**src/pkg/flag_ops_pkg.sv**
```systemverilog
/*
  flag_ops_pkg: shared constants and types for the status flag
  instruction unit: op codes, flag bit positions, register offsets.
  assumes a 32-bit AXI4-Lite register bus, byte addresses.
*/
package flag_ops_pkg;

  // op codes written to the instruction register (local encoding)
  typedef enum logic [3:0]
  {
    idle_cycle_op         = 4'h0,
    clear_zero_op         = 4'h1,
    enable_interrupts_op  = 4'h2,
    disable_interrupts_op = 4'h3,
    set_signed_op         = 4'h4,
    clear_signed_op       = 4'h5,
    set_overflow_op       = 4'h6,
    clear_overflow_op     = 4'h7,
    set_transfer_bit_op   = 4'h8,
    clear_transfer_bit_op = 4'h9,
    set_half_carry_op     = 4'ha,
    clear_half_carry_op   = 4'hb
  } flag_op_t;

  // flag positions in the status flag register
  localparam int unsigned FLAG_CARRY    = 0;
  localparam int unsigned FLAG_ZERO     = 1;
  localparam int unsigned FLAG_NEGATIVE = 2;
  localparam int unsigned FLAG_OVERFLOW = 3;
  localparam int unsigned FLAG_SIGNED   = 4;
  localparam int unsigned FLAG_HALF     = 5;
  localparam int unsigned FLAG_TRANSFER = 6;
  localparam int unsigned FLAG_INTEN    = 7;

  localparam logic [7:0]  FLAGS_RESET   = 8'h00;
  localparam logic [15:0] PC_RESET      = 16'h0000;

  // register byte offsets
  localparam logic [3:0] OFS_FLAGS  = 4'h0;
  localparam logic [3:0] OFS_INSTR  = 4'h4;
  localparam logic [3:0] OFS_PC     = 4'h8;
  localparam logic [3:0] OFS_COUNT  = 4'hc;

  localparam logic [1:0] RESP_OKAY   = 2'b00;
  localparam logic [1:0] RESP_SLVERR = 2'b10;

  typedef struct packed
  {
    logic [7:0]  flags;
    logic [15:0] pc;
  } core_state_t;

  typedef enum logic [2:0]
  {
    wr_idle = 3'b001,
    wr_exec = 3'b010,
    wr_resp = 3'b100
  } wr_state_t;

endpackage

```
**src/hw/flag_ops.sv**
```systemverilog
/*
  flag_ops: single-cycle status flag set/clear and idle instructions,
  with the status flag register, program counter and an AXI4-Lite slave.
  assumes one clock, synchronous active-low reset, one write and one
  read outstanding at most.
*/
// Added by the designer: the placing of the registers and the AXI4-Lite slave port.
// Function
// - clear-zero writes 0 to zero flag in one cycle.
// - enable-interrupts sets, disable-interrupts clears interrupt enable, one cycle each.
// - set-signed writes 1, clear-signed writes 0 to signed flag, one cycle.
// - set-overflow forces 1, clear-overflow forces 0 on overflow flag, one cycle.
// - set-transfer drives 1, clear-transfer drives 0 on transfer flag, one cycle.
// - set-half-carry sets, clear-half-carry clears half carry flag, one cycle.
// - idle op takes one cycle; only program counter and issue count advance.
`timescale 1ns/1ps
module flag_ops
  import flag_ops_pkg::*;
(
  input  wire logic        aclk,
  input  wire logic        aresetn,
  input  wire logic [3:0]  s_axi_awaddr,
  input  wire logic        s_axi_awvalid,
  output      logic        s_axi_awready,
  input  wire logic [31:0] s_axi_wdata,
  input  wire logic [3:0]  s_axi_wstrb,
  input  wire logic        s_axi_wvalid,
  output      logic        s_axi_wready,
  output      logic [1:0]  s_axi_bresp,
  output      logic        s_axi_bvalid,
  input  wire logic        s_axi_bready,
  input  wire logic [3:0]  s_axi_araddr,
  input  wire logic        s_axi_arvalid,
  output      logic        s_axi_arready,
  output      logic [31:0] s_axi_rdata,
  output      logic [1:0]  s_axi_rresp,
  output      logic        s_axi_rvalid,
  input  wire logic        s_axi_rready,
  output      logic [7:0]  status_flag_register,
  output      logic [15:0] program_counter
);

  core_state_t core_q;
  core_state_t core_d;
  wr_state_t   wr_q;
  wr_state_t   wr_d;
  logic [3:0]  awaddr_q;
  logic [3:0]  awaddr_d;
  logic        aw_have_q;
  logic        aw_have_d;
  logic [31:0] wdata_q;
  logic [31:0] wdata_d;
  logic [3:0]  wstrb_q;
  logic [3:0]  wstrb_d;
  logic        w_have_q;
  logic        w_have_d;
  logic [1:0]  bresp_q;
  logic [1:0]  bresp_d;
  logic [31:0] rdata_q;
  logic [31:0] rdata_d;
  logic [1:0]  rresp_q;
  logic [1:0]  rresp_d;
  logic        rvalid_q;
  logic        rvalid_d;
  logic [15:0] count_q;
  logic [15:0] count_d;
  logic [3:0]  last_op_q;
  logic [3:0]  last_op_d;
  flag_op_t    op;
  logic        exec;
  logic        op_legal;
  logic [7:0]  flags_exec;

  assign s_axi_awready = (wr_q == wr_idle) && !aw_have_q;
  assign s_axi_wready  = (wr_q == wr_idle) && !w_have_q;
  assign s_axi_bvalid  = (wr_q == wr_resp);
  assign s_axi_bresp   = bresp_q;
  assign s_axi_arready = !rvalid_q;
  assign s_axi_rvalid  = rvalid_q;
  assign s_axi_rdata   = rdata_q;
  assign s_axi_rresp   = rresp_q;
  assign status_flag_register = core_q.flags;
  assign program_counter      = core_q.pc;

  // instruction issue: a full write of the low byte to the instruction register
  assign op       = flag_op_t'(wdata_q[3:0]);
  assign op_legal = (wdata_q[3:0] <= 4'hb) && wstrb_q[0];
  assign exec     = (wr_q == wr_exec) && (awaddr_q == OFS_INSTR) && op_legal;

  // flag update; each set/clear op touches a single bit so all others hold
  always_comb
  begin
    flags_exec = core_q.flags;
    case (op)
      clear_zero_op:         flags_exec[FLAG_ZERO]     = 1'b0;
      enable_interrupts_op:  flags_exec[FLAG_INTEN]    = 1'b1;
      disable_interrupts_op: flags_exec[FLAG_INTEN]    = 1'b0;
      set_signed_op:         flags_exec[FLAG_SIGNED]   = 1'b1;
      clear_signed_op:       flags_exec[FLAG_SIGNED]   = 1'b0;
      set_overflow_op:       flags_exec[FLAG_OVERFLOW] = 1'b1;
      clear_overflow_op:     flags_exec[FLAG_OVERFLOW] = 1'b0;
      set_transfer_bit_op:   flags_exec[FLAG_TRANSFER] = 1'b1;
      clear_transfer_bit_op: flags_exec[FLAG_TRANSFER] = 1'b0;
      set_half_carry_op:     flags_exec[FLAG_HALF]     = 1'b1;
      clear_half_carry_op:   flags_exec[FLAG_HALF]     = 1'b0;
      idle_cycle_op:         flags_exec = core_q.flags;
      default:               flags_exec = core_q.flags;
    endcase
  end

  // write channel and execution
  always_comb
  begin
    wr_d      = wr_q;
    awaddr_d  = awaddr_q;
    aw_have_d = aw_have_q;
    wdata_d   = wdata_q;
    wstrb_d   = wstrb_q;
    w_have_d  = w_have_q;
    bresp_d   = bresp_q;
    core_d    = core_q;
    count_d   = count_q;
    last_op_d = last_op_q;
    case (wr_q)
      wr_idle:
      begin
        // address and data accepted in either order
        if (s_axi_awvalid && s_axi_awready)
        begin
          awaddr_d  = s_axi_awaddr;
          aw_have_d = 1'b1;
        end
        if (s_axi_wvalid && s_axi_wready)
        begin
          wdata_d  = s_axi_wdata;
          wstrb_d  = s_axi_wstrb;
          w_have_d = 1'b1;
        end
        if (aw_have_q && w_have_q)
        begin
          wr_d = wr_exec;
        end
      end
      wr_exec:
      begin
        // the single execution cycle: an issued op updates flags and pc together
        bresp_d = RESP_OKAY;
        if (exec)
        begin
          core_d.flags = flags_exec;
          core_d.pc    = core_q.pc + 16'h0001;
          count_d      = count_q + 16'h0001;
          last_op_d    = wdata_q[3:0];
        end
        else if (awaddr_q == OFS_FLAGS)
        begin
          if (wstrb_q[0])
          begin
            core_d.flags = wdata_q[7:0];
          end
        end
        else if (awaddr_q == OFS_PC)
        begin
          if (wstrb_q[0])
          begin
            core_d.pc[7:0] = wdata_q[7:0];
          end
          if (wstrb_q[1])
          begin
            core_d.pc[15:8] = wdata_q[15:8];
          end
        end
        else
        begin
          // unknown op, unmapped or read-only offset
          bresp_d = RESP_SLVERR;
        end
        aw_have_d = 1'b0;
        w_have_d  = 1'b0;
        wr_d      = wr_resp;
      end
      wr_resp:
      begin
        if (s_axi_bready)
        begin
          wr_d = wr_idle;
        end
      end
      default:
      begin
        wr_d = wr_idle;
      end
    endcase
  end

  always_ff @(posedge aclk)
  begin
    if (!aresetn)
    begin
      wr_q      <= wr_idle;
      awaddr_q  <= 4'h0;
      aw_have_q <= 1'b0;
      wdata_q   <= 32'h0000_0000;
      wstrb_q   <= 4'h0;
      w_have_q  <= 1'b0;
      bresp_q   <= RESP_OKAY;
      core_q    <= '{flags: FLAGS_RESET, pc: PC_RESET};
      count_q   <= 16'h0000;
      last_op_q <= 4'h0;
    end
    else
    begin
      wr_q      <= wr_d;
      awaddr_q  <= awaddr_d;
      aw_have_q <= aw_have_d;
      wdata_q   <= wdata_d;
      wstrb_q   <= wstrb_d;
      w_have_q  <= w_have_d;
      bresp_q   <= bresp_d;
      core_q    <= core_d;
      count_q   <= count_d;
      last_op_q <= last_op_d;
    end
  end

  // read channel; data registered one cycle after address
  always_comb
  begin
    rvalid_d = rvalid_q;
    rdata_d  = rdata_q;
    rresp_d  = rresp_q;
    if (rvalid_q && s_axi_rready)
    begin
      rvalid_d = 1'b0;
    end
    if (s_axi_arvalid && s_axi_arready)
    begin
      rvalid_d = 1'b1;
      rresp_d  = RESP_OKAY;
      case (s_axi_araddr)
        OFS_FLAGS: rdata_d = {24'h000000, core_q.flags};
        OFS_INSTR: rdata_d = {28'h0000000, last_op_q};
        OFS_PC:    rdata_d = {16'h0000, core_q.pc};
        OFS_COUNT: rdata_d = {16'h0000, count_q};
        default:
        begin
          rdata_d = 32'h0000_0000;
          rresp_d = RESP_SLVERR;
        end
      endcase
    end
  end

  always_ff @(posedge aclk)
  begin
    if (!aresetn)
    begin
      rvalid_q <= 1'b0;
      rdata_q  <= 32'h0000_0000;
      rresp_q  <= RESP_OKAY;
    end
    else
    begin
      rvalid_q <= rvalid_d;
      rdata_q  <= rdata_d;
      rresp_q  <= rresp_d;
    end
  end

endmodule

```
**config.mk**
```make
export PLATFORM = sky130hd
export DESIGN_NAME = flag_ops
export DESIGN_NICKNAME = d
export VERILOG_FILES = /design/src/pkg/flag_ops_pkg.sv /design/src/hw/flag_ops.sv
export SDC_FILE = /design/constraint.sdc
export NUM_CORES = 1
export LEC_CHECK = 0
export ABC_CLOCK_PERIOD_IN_PS = 5600
export BUFFER_PORTS_ARGS = -buffer_cell sky130_fd_sc_hd__buf_2
export CAP_MARGIN = 20
export CORE_MARGIN = 1
export CORE_UTILIZATION = 45
export CTS_CLUSTER_DIAMETER = 100
export DETAILED_ROUTE_END_ITERATION = 16
export PLACE_DENSITY_LB_ADDON = 0.2
export SLEW_MARGIN = 25
export SYNTH_ARGS = -nofsm -noshare
export SYNTH_HDL_FRONTEND = slang
export SYNTH_SLANG_ARGS = --single-unit
```
**constraint.sdc**
```tcl
create_clock -name aclk -period 5.6 [get_ports aclk]
set_input_delay 0.56 -clock aclk [delete_from_list [all_inputs] [get_ports aclk]]
set_output_delay 0.56 -clock aclk [all_outputs]
set_load 0.1 [all_outputs]
```
# After elaboration in Yosys (flattened, before gate mapping)
# Index checks and enable logic that the tools add are counted.
# word_totals
regBits,108
latchBits,0
mem_bits_rw,0
rom_bits,0
out_inout_bits,65
elab_cells,119
memories,0
# op_classes
addsub,2
n_mul,0
n_div,0
n_lt_le_gt_ge,1
n_eq_ne,30
shift,0
muxes,27
bitwise,1
reduce_logical,37
# ops
cell,n
16-bit case mux with 4 select lines,1
4-bit AND reduction,9
"16-bit by 1-bit adder with 16-bit output, second input constant",2
16-bit 2-to-1 mux,2
8-bit 2-to-1 mux,4
"4-bit == test, second input constant",7
"4-bit by 3-bit == test with 1-bit output, second input constant",6
24-bit 2-to-1 mux,1
"3-bit by 1-bit != test with 1-bit output, second input constant",5
1-bit case mux with 2 select lines,7
2-bit AND reduction,6
2-bit nonzero test,6
1-bit logical AND,10
"2-bit by 1-bit != test with 1-bit output, second input constant",5
3-bit case mux with 3 select lines,1
"4-bit by 2-bit == test with 1-bit output, second input constant",2
4-bit zero test,2
2-bit 2-to-1 mux,4
3-bit 2-to-1 mux,2
1-bit 2-to-1 mux,5
"4-bit by 1-bit == test with 1-bit output, second input constant",1
"4-bit <= comparator, second input constant",1
4-bit OR reduction,1
"3-bit by 1-bit == test with 1-bit output, second input constant",1
5 further kinds,7

# Depth between registers and ports, before layout
# logic_depth
depth_word,5
depth_mapped,7
depth_no_buf,5

# Least setup slack after synthesis
# OpenSTA, ideal clock, no wires.
# synth_path
path_type,reg2reg
start,register wr_q[0]
end,register wdata_q[12]
setup_ns,0.132
arrival_time_ns,4.991
slack_ns,0.476
path_stages_with_launch,7
path_buffers,2
synth_period_minus_slack_ns,5.124
cell_sequence,dfxtp_1 -> clkbuf_1 -> nor4b_1 -> nand2_1 -> clkbuf_1 -> nand2_1 -> a21oi_1
# synth_between
elab_chain_len,4
# synth_rtl
item,line_no,source
start: declaration,flag_ops.sv:45,wr_state_t wr_q;
start signal: assignment,flag_ops.sv:200,wr_q <= wr_idle;
start signal: assignment,flag_ops.sv:213,wr_q <= wr_d;
3-bit by 1-bit == test with 1-bit output,flag_ops.sv:75,assign s_axi_wready = (wr_q == wr_idle) && !w_have_q;
1-bit logical AND,flag_ops.sv:75,
net s_axi_wready,flag_ops.sv:28,"output logic s_axi_wready,"
1-bit logical AND,flag_ops.sv:133,if (s_axi_wvalid && s_axi_wready)
2-bit AND reduction (no source line),--,
end signal: assignment,flag_ops.sv:216,wdata_q <= wdata_d;
end: declaration,flag_ops.sv:51,logic [31:0] wdata_q;
# The timed path passes the listed nets, and every way through them passes these cells.
# A chain may end at the register's enable or synchronous reset.

# Worst setup path in the final report
# layout_path
start,register wr_q[0]
end,output port s_axi_awready
# layout_between
elab_chain_len,2
# layout_rtl
item,line_no,source
3-bit by 1-bit == test with 1-bit output,flag_ops.sv:74,assign s_axi_awready = (wr_q == wr_idle) && !aw_have_q;
1-bit logical AND,flag_ops.sv:74,
end: declaration,flag_ops.sv:24,"output logic s_axi_awready,"
# No other way between the ends.

==> key figures <==
Clocking
  – Clock sink total: 90
  – Reg clk slew, reported paths: 90 ps
  – Worst-skew pair later-pin latency: 360 ps
  – # hold bufs at CTS: 0
  – Post-CTS setup buffer count: 0
  – CTS root buffer: clkbuf_8
  – CTS tree: yes
  – Post-CTS resize count: 0
  – CTS Buffer Depth: 2
  – Num CTS Buffers: 9
  – Htree depth: 3

STA
  – Worst Max-Slew Pin Slew: 921 ps
  – Fin crit period: 2700 ps
  – Final period util: 0.483
  – FMAX: about 0.37 GHz
  – RSZ-0062 raised after global routing: no
  – Setup TNS: 0 ps
  – Setup violations, final: 0
  – Final clock skew: 7.87 ps
  – Slew headroom: 0.386
  – Hold Vio Cnt, Final: 0
  – Slew Limit Fails: 0

Floorplanning
  – Die Y: 102 um
  – Initial core utilization: 0.474
  – FP Rows: 35
  – Core footprint: 9420 um2
  – Ports: 116
  – Die area: around 10000 um2
  – Die Wd: 102 um

Synthesis
  – XOR/XNOR share of the synthesized area: 0.00589
  – Synth Area in Adders: 0.00561
  – Main synth FF type: dfxtp_1
  – EDFF count, synth: 0
  – Post-synth ARST share: 0
  – Synth Area in Compound Gates: 0.184
  – Simple-gate share of the synthesized area: 0.250
  – Multiplexer share of the synthesized area: 0.0783
  – Mapped Avg Cell Area: 8.30 um2
  – Synthesized flop and latch total: 90
  – Synth Cell Area: between 4000 and 5000 um2
  – Largest family of logic cells by synthesized area: simple AND/OR/NAND/NOR gates
  – Number of warning messages in the yosys log: 0
  – Sequential share of the synthesized area: 0.404
  – Distinct cells, synth: 58
  – Cells after Synth: 537

Layout
  – Layout cells sized above 1: 0.205
  – Nets: ~650
  – Commonest cells after routing, fill and taps aside: dfxtp_1, nand2_1, buf_2
  – # diodes: 0
  – Commonest non-fill, non-tap cell in the layout: dfxtp_1
  – Area overhead of the layout relative to synthesis: 13.7%
  – # fillers: ~880
  – Final Instance Area: 5070 um2

Min path
  – Min-Delay Path Class: input pin to flip-flop

Critical path
  – Worst path required time: 5040 ps
  – CP Launch Type: flip-flop
  – Worst Setup End Kind: primary output
  – Crit path arrival time: 2140 ps
  – Crit path max fanout: 8
  – CP Class: flip-flop to primary output

Detailed routing
  – 1st-iter DRT viols: 241
  – Pre-antenna DRT Iters: 5
  – Via-to-Cell Ratio: between 5 and 6
  – Routed vias: 4178
  – Total Wirelength: roughly 11 mm
  – Drt drc: 0
  – Wire length per cell: 15.6 um
  – Final ANT Viol Nets: 0

Global route
  – Number of antenna violations at the first check in global routing: 0
  – Overflow after GRT: 0
  – First-pass GRT wire length: 18.3 mm
  – Pin count of the biggest net entering global routing: 37
  – Total GRT Usage: 0.226
  – Vias in the first global route: 3683

Outcome
  – Run status: completed

Power
  – Leak: 0.00190 uW
  – Worst vdd ir: 0.000118 V
  – Tot Pwr: 1340 uW
  – PwrDens: roughly 260 nW/um2

Run
  – Max Cap Violations: 0

Placement
  – Port bufs: around 80
  – Gpl congestion: 0.828
  – Detail Placement HPWL: 7.89 mm
  – Post-DP Area: 4830 um2
-- cells in the mapped netlist, types with 4 or more instances --
cell type,instances,area share
a21oi_1,58,0.065
nor2_1,33,0.028
nand3_1,18,0.020
nor3_1,21,0.024
a22oi_1,8,0.013
or4_1,11,0.019
a211oi_1,9,0.015
o22ai_1,6,0.0084
clkbuf_1,32,0.027
nand2_1,79,0.066
nand4_1,6,0.0084
mux2_2,7,0.018
a31oi_1,9,0.013
nor4_1,6,0.0084
and4_1,4,0.0079
and3_1,4,0.0056
dfxtp_1,90,0.40
buf_4,18,0.030
a22o_1,4,0.0079
nor4b_1,5,0.0098
mux4_2,4,0.020
o31ai_1,6,0.010
inv_1,10,0.0084
o311ai_0,5,0.0098
and2_1,5,0.0070
nand2b_1,5,0.0070
o21ai_0,9,0.010
mux2i_1,18,0.040
-- cell type report --
| class | count | area, um2 | area share |
|---|---|---|---|
| Clock buffer | 10 | 138 | 0.0272 |
| Clock inverter | 6 | 88.8 | 0.0175 |
| Inverter | 11 | 41.3 | 0.00815 |
| Multi-Input combinational cell | 400 | 2420 | 0.477 |
| Sequential cell | 90 | 1800 | 0.355 |
| Tap cell | 129 | 161 | 0.0318 |
| Timing Repair Buffer | 82 | 418 | 0.0824 |
-- kinds of logic after synthesis --
family | after synthesis
AO/OA/AOI/OAI | 130
XOR/XNOR | 3
multiplexers | 29
other | 1
adder cells (fa/ha/maj) | 2
AND/OR/NAND/NOR | 218
buffers and inverters | 64
flip-flops | 90
-- through the flow --
stage | utilization | setup WS, ps | hold slack (ps) | instances
floorplan | - | 476 | 432 | 554
global placement | 0.513 | 3180 | 443 | 712
detailed placement | 0.513 | 3140 | 448 | 712
CTS | 0.537 | 2850 | 411 | 728
global route | 0.538 | 2700 | 434 | 728
finish | 0.538 | 2900 | 428 | 728
-- power breakdown --
| part | internal, uW | switching, uW |
|---|---|---|
| clock network | 264 | 235 |
| registers | 653 | 18.9 |
| logic | 33.0 | 134 |
| total | 951 | 387 |
-- critical path, cell delays in order, from the launching register on --
cell,delay [ps]
dfxtp_1,460
nor4b_1,760
buf_2,560
-- per-layer routing --
metal,vias to the layer above,part of all wire,global-route usage
li1,2039,-,-
met1,1965,0.47,0.313
met2,160,0.45,0.353
met3,14,0.067,0.0442
met4,0,0.012,0.0725
met5,-,0,0
-- flip-flops by register name, summed over array words and instances, names as in the netlist, 2 cells and up --
name	flops
wr_q	3
wdata_q	16
program_counter	16
last_op_q	4
status_flag_register	8
wstrb_q	2
awaddr_q	4
count_q	16
s_axi_rdata	16
-- worst paths after layout --
path,cells after the start,start,end,slack (ps)
setup / recovery,2,wr_q[0]$_SDFFE_PN1P_,s_axi_awready,2900
hold / removal,3,s_axi_wdata[1],wdata_q[1]$_SDFFE_PN0P_,430
setup reg to reg,4,wr_q[1]$_SDFFE_PN0P_,count_q[9]$_SDFFE_PN0P_,3070
hold reg to reg,2,last_op_q[3]$_SDFFE_PN0P_,last_op_q[3]$_SDFFE_PN0P_,460
No activity file was read; power rests on OpenSTA's default activity.
